<file path="config.mk">
export PLATFORM = sky130hd
export DESIGN_NAME = scp_switch_ctrl
export DESIGN_NICKNAME = d
export VERILOG_FILES = /design/src/pkg/scp_pkg.sv /design/src/core/scp_switch_ctrl.sv
export SDC_FILE = /design/constraint.sdc
export NUM_CORES = 1
export LEC_CHECK = 0
export BUFFER_PORTS_ARGS = -buffer_cell sky130_fd_sc_hd__buf_4
export CORE_MARGIN = 8
export CORE_UTILIZATION = 40
export DETAILED_ROUTE_END_ITERATION = 10
export PLACE_DENSITY_LB_ADDON = 0.3
export SYNTH_ARGS = -nofsm -noshare
export SYNTH_HDL_FRONTEND = slang
export SYNTH_SLANG_ARGS = --single-unit
</file>
<file path="constraint.sdc">
create_clock -name sys_clk_i -period 26.2 [get_ports sys_clk_i]
set_input_delay 0 -clock sys_clk_i [delete_from_list [all_inputs] [get_ports sys_clk_i]]
set_output_delay 0 -clock sys_clk_i [all_outputs]
set_load 0.02 [all_outputs]
</file>
<file path="src/pkg/scp_pkg.sv">
// Shared constants and types for the switch channel control block
package scp_pkg;

  // ---------------------------------------------------------------
  // Geometry
  // ---------------------------------------------------------------
  localparam int unsigned NUM_CH    = 4;   // Power channels
  localparam int unsigned REG_W     = 4;   // Register data width
  localparam int unsigned RETRY_W   = 4;   // Retry limit / count width
  localparam int unsigned DELAY_W   = 20;  // Trip delay counter width
  localparam int unsigned SHORT_W   = 13;  // Short timer width

  // ---------------------------------------------------------------
  // Register selects on the register port
  // ---------------------------------------------------------------
  localparam logic [1:0] SEL_OUTPUT_CMD = 2'h0; // output_command
  localparam logic [1:0] SEL_HW_CFG     = 2'h1; // hardware_configuration
  localparam logic [1:0] SEL_INPUT_CFG  = 2'h2; // input_source_configuration
  localparam logic [1:0] SEL_ERROR      = 2'h3; // Error flags, clear on read

  // ---------------------------------------------------------------
  // Field positions
  // ---------------------------------------------------------------
  localparam int unsigned HW_CLEAR_LATCH_POS = 0; // clear_latch_bit
  localparam int unsigned HW_LED2_POS        = 2; // led_load_mode_bit ch2
  localparam int unsigned HW_LED3_POS        = 3; // led_load_mode_bit ch3
  localparam int unsigned IC_SENSE_POS       = 1; // current_sense_select
  localparam int unsigned IC_ASSIGN_POS      = 2; // drive_assignment_select
  localparam int unsigned IC_AND_POS         = 3; // Combine mode, 1 = AND

  // ---------------------------------------------------------------
  // Reset values
  // ---------------------------------------------------------------
  localparam logic [REG_W-1:0] OUTPUT_CMD_RST = 4'h0;
  localparam logic [1:0]       LED_MODE_RST   = 2'h0;
  localparam logic             SENSE_RST      = 1'h0;
  localparam logic             ASSIGN_RST     = 1'h0;
  localparam logic             AND_MODE_RST   = 1'h0;

  // ---------------------------------------------------------------
  // Timing
  // ---------------------------------------------------------------
  localparam longint CLK_HZ          = 40_000_000;
  localparam longint TRIP_DELAY_MS   = 7;    // Least trip activation delay
  localparam longint TURN_ON_US      = 100;  // Turn-on window for high Vds
  localparam longint RESTART_US      = 100;  // Off time before a restart
  localparam int TRIP_DELAY_CYC =
    int'((TRIP_DELAY_MS * CLK_HZ + 64'd999) / 64'd1000);
  localparam int TURN_ON_CYC =
    int'((TURN_ON_US * CLK_HZ + 64'd999_999) / 64'd1_000_000);
  localparam int RESTART_CYC =
    int'((RESTART_US * CLK_HZ + 64'd999_999) / 64'd1_000_000);

  // ---------------------------------------------------------------
  // Channel states
  // ---------------------------------------------------------------
  typedef enum logic [1:0] {
    CH_OFF,
    CH_ON,
    CH_RESTART,
    CH_LATCHED
  } scp_ch_state_type;

endpackage

</file>
<file path="src/core/scp_switch_ctrl.sv">
// Control and protection latch logic for a four channel high-side switch
//
// Behaviour
// - channel_on_bit 1 switches channel on, readable
// - LED mode bits exist for channels 3, 2
// - Input config bit 2 selects direct or assigned drive
// - Input config bit 3 picks OR or AND
// - Over-current trips off, limited restarts, then latch
// - Error flag set in shutdown; read clears, resets
// - During restart flag stays set; read clears once back on
// - Writing clear_latch_bit 1 releases the latches
// - After clear, channel on again if demanded
// - High Vds plus low trip at turn-on latches
// - After trip delay, use reduced trip threshold
// - Trip delay restarts on shutdown or command change
// - Reduced-level short in on state latches immediately
// - Over-temperature switches channel off and latches
// - Over-temperature latch needs cool-down and clear
// - Trip activation delay lasts 7 ms (TRIP_DELAY_CYC cycles)
`timescale 1ns/1ps
`default_nettype none

module scp_switch_ctrl #(
  parameter int TRIP_DELAY_CYC = scp_pkg::TRIP_DELAY_CYC
) (
  input  wire logic        sys_clk_i,         // 40 MHz clock
  input  wire logic        rst_n_i,           // Async reset, active low
  input  wire logic [3:0]  in_pin_i,          // Input pins, asynchronous
  input  wire logic [3:0]  oc_trip_i,         // Over-current comparators
  input  wire logic [3:0]  reduced_trip_i,    // Reduced level comparators
  input  wire logic [3:0]  low_trip_i,        // High-Vds low level trip
  input  wire logic [3:0]  high_vds_i,        // Vds above high threshold
  input  wire logic [3:0]  over_temp_i,       // Over-temp, with hysteresis
  input  wire logic [15:0] retry_limit_i,     // Retry limit, 4 bits per ch
  input  wire logic        reg_wr_i,          // Register write strobe
  input  wire logic        reg_rd_i,          // Register read strobe
  input  wire logic [1:0]  reg_sel_i,         // Register select
  input  wire logic [3:0]  reg_wdata_i,       // Register write data
  output logic      [3:0]  reg_rdata_o,       // Register read data
  output logic      [3:0]  ch_on_o,           // Channel gate enables
  output logic      [3:0]  reduced_sel_o,     // Reduced threshold in use
  output logic      [3:0]  latched_o,         // Channel latched off
  output logic      [1:0]  led_mode_o,        // LED mode, ch3 and ch2
  output logic             current_sense_o    // Current source select
);

  // ---------------------------------------------------------------
  // Reset release
  // ---------------------------------------------------------------
  logic rst_meta_reg;                         // First reset stage
  logic rst_n_sync;                           // Released reset copy

  // Releases the asynchronous reset through two flops
  always_ff @(posedge sys_clk_i or negedge rst_n_i) begin
    if (!rst_n_i) begin
      rst_meta_reg <= 1'h0;
      rst_n_sync   <= 1'h0;
    end else begin
      rst_meta_reg <= 1'h1;
      rst_n_sync   <= rst_meta_reg;
    end
  end

  // ---------------------------------------------------------------
  // Input synchronisers
  // ---------------------------------------------------------------
  localparam int SYNC_W = 40;                 // All asynchronous inputs
  logic [SYNC_W-1:0] sync_meta_reg;           // First stage, read once
  logic [SYNC_W-1:0] sync_reg;                // Usable copy
  logic [3:0]        pin_s;                   // Synced pins
  logic [3:0]        oc_s;                    // Synced over-current
  logic [3:0]        red_s;                   // Synced reduced trip
  logic [3:0]        low_s;                   // Synced low trip
  logic [3:0]        hv_s;                    // Synced high Vds
  logic [3:0]        ot_s;                    // Synced over-temperature
  logic [15:0]       lim_s;                   // Synced retry limits

  // Two flop synchroniser for pins and comparator results
  always_ff @(posedge sys_clk_i or negedge rst_n_sync) begin
    if (!rst_n_sync) begin
      sync_meta_reg <= '0;
      sync_reg      <= '0;
    end else begin
      sync_meta_reg <= {retry_limit_i, over_temp_i, high_vds_i,
                        low_trip_i, reduced_trip_i, oc_trip_i, in_pin_i};
      sync_reg      <= sync_meta_reg;
    end
  end

  assign {lim_s, ot_s, hv_s, low_s, red_s, oc_s, pin_s} = sync_reg;

  // ---------------------------------------------------------------
  // Configuration registers
  // ---------------------------------------------------------------
  logic [3:0] out_cmd_reg;                    // output_command
  logic [1:0] led_reg;                        // LED mode bits
  logic       sense_reg;                      // current_sense_select
  logic       assign_reg;                     // drive_assignment_select
  logic       and_mode_reg;                   // Combine mode
  logic       clear_pulse;                    // Latch clear command
  logic [3:0] err_reg;                        // Error flags
  logic       wr_out;                         // Write to output_command
  logic       wr_hw;                          // Write to hw config
  logic       wr_ic;                          // Write to input config

  assign wr_out = reg_wr_i && (reg_sel_i == scp_pkg::SEL_OUTPUT_CMD);
  assign wr_hw  = reg_wr_i && (reg_sel_i == scp_pkg::SEL_HW_CFG);
  assign wr_ic  = reg_wr_i && (reg_sel_i == scp_pkg::SEL_INPUT_CFG);
  // Clear command is a write, the bit itself is not stored
  assign clear_pulse = wr_hw &&
                       reg_wdata_i[scp_pkg::HW_CLEAR_LATCH_POS];

  // Channel on command bits
  always_ff @(posedge sys_clk_i or negedge rst_n_sync) begin
    if (!rst_n_sync) begin
      out_cmd_reg <= scp_pkg::OUTPUT_CMD_RST;
    end else if (wr_out) begin
      out_cmd_reg <= reg_wdata_i;
    end
  end

  // Hardware configuration: LED modes for channels 3 and 2
  always_ff @(posedge sys_clk_i or negedge rst_n_sync) begin
    if (!rst_n_sync) begin
      led_reg <= scp_pkg::LED_MODE_RST;
    end else if (wr_hw) begin
      led_reg <= {reg_wdata_i[scp_pkg::HW_LED3_POS],
                  reg_wdata_i[scp_pkg::HW_LED2_POS]};
    end
  end

  // Input and current source configuration
  always_ff @(posedge sys_clk_i or negedge rst_n_sync) begin
    if (!rst_n_sync) begin
      sense_reg    <= scp_pkg::SENSE_RST;
      assign_reg   <= scp_pkg::ASSIGN_RST;
      and_mode_reg <= scp_pkg::AND_MODE_RST;
    end else if (wr_ic) begin
      sense_reg    <= reg_wdata_i[scp_pkg::IC_SENSE_POS];
      assign_reg   <= reg_wdata_i[scp_pkg::IC_ASSIGN_POS];
      and_mode_reg <= reg_wdata_i[scp_pkg::IC_AND_POS];
    end
  end

  // ---------------------------------------------------------------
  // Read port
  // ---------------------------------------------------------------
  logic       err_rd;                         // Error flags read now
  logic [3:0] rdata_next;                     // Selected read data

  assign err_rd = reg_rd_i && (reg_sel_i == scp_pkg::SEL_ERROR);

  // Read data mux; clear bit and reserved bits read zero
  always_comb begin
    rdata_next = reg_rdata_o;
    if (reg_rd_i) begin
      case (reg_sel_i)
        scp_pkg::SEL_OUTPUT_CMD: rdata_next = out_cmd_reg;
        scp_pkg::SEL_HW_CFG:     rdata_next = {led_reg, 2'h0};
        scp_pkg::SEL_INPUT_CFG:
          rdata_next = {and_mode_reg, assign_reg, sense_reg, 1'h0};
        default:                 rdata_next = err_reg;
      endcase
    end
  end

  // Read data holds until the next read
  always_ff @(posedge sys_clk_i or negedge rst_n_sync) begin
    if (!rst_n_sync) begin
      reg_rdata_o <= 4'h0;
    end else begin
      reg_rdata_o <= rdata_next;
    end
  end

  // ---------------------------------------------------------------
  // Drive demand per channel
  // ---------------------------------------------------------------
  logic [3:0] pin_route;                      // Pin seen by each channel
  logic [3:0] demand;                         // Combined on request
  logic [3:0] demand_d_reg;                   // Demand one cycle ago

  // Assigned mode: pin 0 drives ch 0 and 2, pin 1 drives ch 1 and 3
  assign pin_route = assign_reg ? {pin_s[1], pin_s[0], pin_s[1], pin_s[0]}
                                : pin_s;
  assign demand = and_mode_reg ? (pin_route & out_cmd_reg)
                               : (pin_route | out_cmd_reg);

  // Remembers demand to spot changes and rising edges
  always_ff @(posedge sys_clk_i or negedge rst_n_sync) begin
    if (!rst_n_sync) begin
      demand_d_reg <= 4'h0;
    end else begin
      demand_d_reg <= demand;
    end
  end

  // ---------------------------------------------------------------
  // Channel protection state machines
  // ---------------------------------------------------------------
  logic [3:0] err_set;                        // Error set requests
  logic [3:0] on_next;                        // Gate enables, next
  logic [3:0] red_next;                       // Reduced threshold, next
  logic [3:0] lat_next;                       // Latched state, next

  genvar ch;
  generate
    for (ch = 0; ch < scp_pkg::NUM_CH; ch++) begin : g_ch
      scp_pkg::scp_ch_state_type       st_reg;     // Channel state
      logic [scp_pkg::RETRY_W-1:0]     retry_reg;  // Restarts so far
      logic [scp_pkg::DELAY_W-1:0]     dly_reg;    // Trip delay counter
      logic [scp_pkg::SHORT_W-1:0]     tmr_reg;    // Turn-on / restart
      logic                            reduced;    // Delay elapsed
      logic                            turning_on; // In turn-on window
      logic                            wait_done;  // Restart time over
      logic                            changed;    // Demand changed
      logic                            rise;       // Demand went high
      logic                            oc_hit;     // Normal trip, on
      logic                            hard_hit;   // Trip with no retry
      logic                            at_limit;   // Retries used up
      logic                            release_ok; // Clear may release

      assign reduced    = (dly_reg ==
                           scp_pkg::DELAY_W'(TRIP_DELAY_CYC));
      assign turning_on = (tmr_reg < scp_pkg::SHORT_W'(scp_pkg::TURN_ON_CYC));
      assign wait_done  = (tmr_reg >= scp_pkg::SHORT_W'(scp_pkg::RESTART_CYC));
      assign changed    = demand[ch] ^ demand_d_reg[ch];
      assign rise       = demand[ch] & ~demand_d_reg[ch];
      assign oc_hit     = (st_reg == scp_pkg::CH_ON) && oc_s[ch];
      // High Vds at turn-on, or short above the reduced level
      assign hard_hit   = (st_reg == scp_pkg::CH_ON) &&
                          ((hv_s[ch] && low_s[ch] && turning_on) ||
                           (reduced && red_s[ch]));
      assign at_limit   = (retry_reg >= lim_s[ch*4 +: 4]);
      // A hot channel stays latched until cooled by the hysteresis
      assign release_ok = clear_pulse && !ot_s[ch];

      // Channel state sequence
      always_ff @(posedge sys_clk_i or negedge rst_n_sync) begin
        if (!rst_n_sync) begin
          st_reg     <= scp_pkg::CH_OFF;
        end else begin
          case (st_reg)
            scp_pkg::CH_OFF: begin
              if (ot_s[ch]) begin
                st_reg <= scp_pkg::CH_LATCHED;
              end else if (demand[ch]) begin
                st_reg <= scp_pkg::CH_ON;
              end
            end
            scp_pkg::CH_ON: begin
              if (ot_s[ch]) begin
                st_reg <= scp_pkg::CH_LATCHED;
              end else if (hard_hit) begin
                st_reg <= scp_pkg::CH_LATCHED;
              end else if (oc_hit) begin
                st_reg <= at_limit ? scp_pkg::CH_LATCHED
                                   : scp_pkg::CH_RESTART;
              end else if (!demand[ch]) begin
                st_reg <= scp_pkg::CH_OFF;
              end
            end
            scp_pkg::CH_RESTART: begin
              if (ot_s[ch]) begin
                st_reg <= scp_pkg::CH_LATCHED;
              end else if (wait_done) begin
                st_reg <= demand[ch] ? scp_pkg::CH_ON
                                     : scp_pkg::CH_OFF;
              end
            end
            scp_pkg::CH_LATCHED: begin
              if (release_ok) begin
                st_reg <= demand[ch] ? scp_pkg::CH_ON
                                     : scp_pkg::CH_OFF;
              end
            end
            default: begin
              st_reg <= scp_pkg::CH_OFF;
            end
          endcase
        end
      end

      // Restart counter, cleared by a new turn-on request below the limit or a clear
      always_ff @(posedge sys_clk_i or negedge rst_n_sync) begin
        if (!rst_n_sync) begin
          retry_reg <= '0;
        end else if (st_reg == scp_pkg::CH_LATCHED) begin
          if (release_ok) begin
            retry_reg <= '0;
          end
        end else if (oc_hit && !hard_hit && !ot_s[ch]) begin
          retry_reg <= retry_reg + 1'b1;
        end else if (rise && !at_limit) begin
          retry_reg <= '0;
        end
      end

      // Trip activation delay, counted only while on
      always_ff @(posedge sys_clk_i or negedge rst_n_sync) begin
        if (!rst_n_sync) begin
          dly_reg <= '0;
        end else if (st_reg != scp_pkg::CH_ON || changed ||
                     oc_hit || ot_s[ch]) begin
          dly_reg <= '0;
        end else if (!reduced) begin
          dly_reg <= dly_reg + 1'b1;
        end
      end

      // Turn-on window and restart wait share one timer
      always_ff @(posedge sys_clk_i or negedge rst_n_sync) begin
        if (!rst_n_sync) begin
          tmr_reg <= '0;
        end else if (st_reg == scp_pkg::CH_OFF ||
                     st_reg == scp_pkg::CH_LATCHED ||
                     (st_reg == scp_pkg::CH_ON && oc_hit) ||
                     (st_reg == scp_pkg::CH_RESTART && wait_done)) begin
          tmr_reg <= '0;
        end else if (tmr_reg != '1) begin
          tmr_reg <= tmr_reg + 1'b1;
        end
      end

      // Error raised while shut down or latched
      assign err_set[ch]  = (st_reg == scp_pkg::CH_RESTART) ||
                            (st_reg == scp_pkg::CH_LATCHED) ||
                            oc_hit;
      assign on_next[ch]  = (st_reg == scp_pkg::CH_ON) && !oc_hit &&
                            !hard_hit && !ot_s[ch] && demand[ch];
      assign red_next[ch] = reduced;
      assign lat_next[ch] = (st_reg == scp_pkg::CH_LATCHED);
    end
  endgenerate

  // ---------------------------------------------------------------
  // Error flags and outputs
  // ---------------------------------------------------------------
  // Read clears a flag; a standing fault sets it again, set wins
  always_ff @(posedge sys_clk_i or negedge rst_n_sync) begin
    if (!rst_n_sync) begin
      err_reg <= 4'h0;
    end else begin
      err_reg <= err_set | (err_reg & {4{~err_rd}});
    end
  end

  // Registered outputs toward the power stages
  always_ff @(posedge sys_clk_i or negedge rst_n_sync) begin
    if (!rst_n_sync) begin
      ch_on_o         <= 4'h0;
      reduced_sel_o   <= 4'h0;
      latched_o       <= 4'h0;
      led_mode_o      <= scp_pkg::LED_MODE_RST;
      current_sense_o <= scp_pkg::SENSE_RST;
    end else begin
      ch_on_o         <= on_next;
      reduced_sel_o   <= red_next;
      latched_o       <= lat_next;
      led_mode_o      <= led_reg;
      current_sense_o <= sense_reg;
    end
  end

endmodule // scp_switch_ctrl

`default_nettype wire

</file>
==> Yosys cells after proc, flatten, opt, wreduce, memory -nomap -nowiden <==
Index checks and enable logic that the tools add are counted.
{ "word_totals": {"reg_bits": 274, "input_bits": 50, "output_inout_bits": 19, "elab_cells": 342} }
{ "op_classes": {"add_sub_neg": 12, "order_cmp": 12, "n_eq_ne": 47, "n_mux": 83, "n_bitwise": 17, "reduce_logical": 138} }
{ "ops": {"columns": ["operator", "n"], "rows": [
  ["$mux 20", 8],
  ["$mux 13", 8],
  ["$add 20x1->20 const B", 4],
  ["$eq 20x19->1 const B", 4],
  ["$mux 2", 36],
  ["$mux 4", 18],
  ["$logic_and 1x1->1", 65],
  ["$add 13x1->13 const B", 4],
  ["$ge 13x12->1 const B", 4],
  ["$lt 13x12->1 const B", 4],
  ["$ne 13x13->1 const B", 4],
  ["$logic_or 1x1->1", 36],
  ["$pmux 2 s4", 4],
  ["$ne 2x1->1 const B", 12],
  ["$ne 3x3->1 const B", 8],
  ["$eq 2x2->1 const B", 10],
  ["$ne 5x5->1 const B", 4],
  ["$add 4x1->4 const B", 4],
  ["$ge 4x4->1", 4],
  ["$logic_not 1->1", 16],
  ["$reduce_and 4->1", 4],
  ["$pmux 4 s3", 1],
  ["$reduce_bool 3->1", 4],
  ["$eq 2x1->1 const B", 5],
  ["other kinds (9)", 38]
]} }

==> Longest topological paths before layout <==
{ "depth": {"word_depth": 9, "mapped_depth": 8, "depth_no_buf": 8} }

==> Worst setup path after synthesis <==
OpenSTA, ideal clock, no wires.
{ "synth_path": {"path_type": "register to register", "startpoint": "register g_ch[1].retry_reg[0] (netlist name)", "endpoint": "register g_ch[1].retry_reg[0] (netlist name)", "setup_ps": 125, "arrival_time_ps": 1960, "slack_ps": 24115, "stages_incl_launch_ff": 9, "n_path_buf": 0, "cell_sequence": "dfrtp_1 inv_1 ha_1 nand2b_1 a2111oi_0 o21a_1 nor2_1 a21bo_2 mux2_2"} }
{ "synth_between": {"elab_chain_len": 5, "elab_cells_between_ends": 8, "classes_between": "add/sub: 1; order compare: 1; mux: 2; reduce/logical: 4"} }
{ "synth_rtl": {"columns": ["element", "line_no", "rtl"], "rows": [
  ["from (decl)", "scp_switch_ctrl.sv:210", "logic [scp_pkg::RETRY_W-1:0] retry_reg;"],
  ["from (signal assigned)", "scp_switch_ctrl.sv:293", "retry_reg <= retry_reg + 1'b1;"],
  ["$ge 4x4->1", "scp_switch_ctrl.sv:234", "assign at_limit = (retry_reg >= lim_s[ch*4 +: 4]);"],
  ["$logic_not 1->1", "scp_switch_ctrl.sv:294", "end else if (rise && !at_limit) begin"],
  ["$logic_and 1x1->1", "scp_switch_ctrl.sv:294", null],
  ["$reduce_bool 3->1 (no source line)", null, null],
  ["$reduce_and 2->1 (no source line)", null, null]
]} }
Parallel ways exist; a longest one is shown, timed or not.
A chain may end at the register's enable or synchronous reset.

==> results.sh <==
export IMPL_outcome="complete, no violations"
export IMPL_cts_sink_count=274
export IMPL_via_count_of_the_first_global_routing_pass=8649
export IMPL_ys_seq_area_frac=0.553
export IMPL_clk_transition_reported_paths_ns=0.06
export IMPL_worstMarginPinSlew_ns=1.04
export IMPL_io_buffer_count=68
export IMPL_finalSetupViolCount=0
export IMPL_post_route_drc_count=0
export IMPL_nNetsFinal=1380
export IMPL_data_arrival_at_the_endpoint_of_the_critical_path_ns=3.24
export IMPL_multi_input_comb_area_um2=5200
export IMPL_ant_nets=0
export IMPL_max_stage_delay_ns=0.89
export IMPL_routabilityCongestion=0.830
export IMPL_cts_htree_levels=1
export IMPL_timing_reg2reg_setup_slack_ns=23.50
export IMPL_core_area_um2=30600
export IMPL_overflow_left_after_global_routing=0
export IMPL_crit_path_end_kind="async pin"
export IMPL_synth_area_um2=12400
export IMPL_dp_cells=1582
export IMPL_grt_antenna_before_repair=0
export IMPL_hold_path_depth=2
export IMPL_finished_layout_cells=1694
export IMPL_critical_setup_path_class="flip-flop to async pin"
export IMPL_fillCellCount=2796
export IMPL_pwr_density_nw_per_um2=78.7
export IMPL_syn_to_final_growth_pct=21.3
export IMPL_fmaxAchievable_ghz=0.370
export IMPL_fp_dieW_um=192
export IMPL_synth_edf_count=0
export IMPL_area_taken_by_flip_flops_and_latches_um2=6860
export IMPL_viasPerCell=4.98
export IMPL_critical_path_startpoint_type="flip-flop"
export IMPL_die_area_um2=36900
export IMPL_syn_inst=1139
export IMPL_firstDrtPassIters=5
export IMPL_maxSlewHeadroom=0.303
export IMPL_slowest_stage="dfrtp_4"
export IMPL_final_cell_mix="dfrtp_1, nor2_1, buf_4"
export IMPL_initial_utilization=0.406
export IMPL_final_hold_viol_count=0
export IMPL_layout_drive_gt1_share=0.123
export IMPL_cp_required_ns=26.74
export IMPL_cp_cell_sequence="buf_4 > buf_4"
export IMPL_cts_setup_buffers=0
export IMPL_postSynth_topFlopCell="dfrtp_1"
export IMPL_cts_tree="yes"
export IMPL_final_setup_skew_ns=0.0100
export IMPL_global_route_usage_total=0.134
export IMPL_layout_cells_most_common="dfrtp_1"
export IMPL_post_synth_num_cell_types=77
export IMPL_dr_first_iter_drc_count=509
export IMPL_final_min_clock_period_ns=2.70
export IMPL_timing_hold_worst_start="oc_trip_i[1]"
export IMPL_r2r_worst_path_cells=2
export IMPL_postSynthNetCount=1245
export IMPL_vias=8433
export IMPL_flops_latches_synth=274
export IMPL_cts_max_path_buffers=3
export IMPL_pin_count_of_the_biggest_net_entering_global_routing=79
export IMPL_hold_end="sync_meta_reg[5]"
export IMPL_grt_pass1_wl_um=41700
export IMPL_placementRows=64
export IMPL_total_wire_length_um=24000
export IMPL_rr_startpoint="rst_n_sync"
export IMPL_peakVddDrop_mv=0.0454
export IMPL_finalMaxSlewViolations=0
export IMPL_total_clock_buffers_created_by_cts=30
export IMPL_cts_resized=0
export IMPL_rsz0062_at_grt="false"
export IMPL_cts_root_buffer_cell="clkbuf_16"
export IMPL_tns_ns=0
export IMPL_synth_warnings=0
export IMPL_syn_mean_instance_area_um2=10.9
export IMPL_die_h_um=192
export IMPL_power_leakage_nw=6.61
export IMPL_largest_register_ff_count=80
export IMPL_maxCapViolCount=0
export IMPL_wl_per_cell_um=14.2
export IMPL_worstReg2RegEnd="g_ch[3].retry_reg[3]"
export IMPL_holdCritPathClass="primary input to flip-flop"
export IMPL_worstPathMaxFanout=78
export IMPL_crit_path_frequent_cell="buf_4"
export IMPL_postSynth_asyncResetShare=1.00
export IMPL_num_io_pins=69
export IMPL_insertion_delay_of_the_later_clocked_pin_in_the_worst_skew_pair_ns=0.54
export IMPL_detailed_place_hpwl_um=16500
export IMPL_layout_worst_path_cycle_share=0.103
-- per-stage QoR --
stage	setup slack (ns)	hold slack [ns]	area, µm²	power [W]	util
after detailed placement	23.33	-0.216	13300	0.000713	0.436
final	23.50	0.0985	15100	0.00118	0.492
after global placement	23.34	-0.217	13300	0.000708	0.436
after CTS	23.31	0.0755	15000	0.00120	0.492
after floorplan	18.00	-0.296	12400	0.000652	-
after global routing	22.96	0.0801	15000	0.00125	0.492
-- logic make-up after synthesis --
kind of cell / share of synthesized area
muxes: 0.0228
AOI/OAI and AO/OA: 0.0823
DFF: 0.553
adders and majority gates: 0.0598
and+or+nand+nor: 0.178
xor gates and xnor gates: 0.0762
buffers and inverters: 0.0281
other: 0.000302
-- worst max-delay path by stage --
stage | from | end | slack (ns) | cells after the start
global route | rst_n_sync | g_ch[0].dly_reg[13] | 22.96 | 2
floorplan | rst_n_sync | and_mode_reg | 18.00 | 0
finish | rst_n_sync | g_ch[3].retry_reg[3] | 23.50 | 2
CTS | rst_n_sync | g_ch[3].dly_reg[1] | 23.31 | 2
global placement | rst_n_sync | g_ch[3].dly_reg[17] | 23.34 | 2
detailed placement | rst_n_sync | g_ch[3].dly_reg[17] | 23.33 | 2
-- synthesized netlist by cell type (19+ instances only) --
master,number,area (µm²)
dfrtp_1,274,6860
nor3_1,19,95.1
clkbuf_1,23,86.3
xor2_1,69,604
nand3_1,58,290
inv_1,67,251
a21oi_1,32,160
o21ai_0,31,155
nor2_1,154,578
nand2_1,61,229
ha_1,56,701
nand4_1,31,194
and3_1,25,156
xnor2_1,39,342
-- worst max-delay path: cells and delay by family (launching register included) --
family / cells / cell delay (ns)
buffers and inverters: 2 / 1.70
DFF: 1 / 0.89
-- area by class of cell --
cell class | count | share of cell area
Clock inverter | 16 | 0.0192
Inverter | 67 | 0.0167
Tap cell | 396 | 0.0329
Timing Repair Buffer | 127 | 0.0727
Multi-Input combinational cell | 774 | 0.346
Clock buffer | 38 | 0.0566
Sequential cell | 274 | 0.456
Antenna cell | 2 | 0.000333
-- repair_timing --
item	CTS	global route
endpoints found under the setup margin	0	0
hold buffers	56	0
hold endpoints to repair	55	0
-- layer usage --
metal / share of wire / up-vias / track usage
met2: 0.46 / 129 / 0.212
met4: 0.023 / 0 / 0.0423
li1: - / 4191 / -
met1: 0.48 / 4074 / 0.186
met5: 0 / - / 0
met3: 0.038 / 39 / 0.0225
-- where the power goes --
part / leakage (nW) / switching (W) / total (W) / internal, W
combinational: 2.51 / 0.000130 / 0.000221 / 0.0000912
sequential: 3.54 / 0.0000297 / 0.000489 / 0.000459
clock: 0.563 / 0.000166 / 0.000474 / 0.000307
Note: power is estimated with default switching activity, not from simulation.
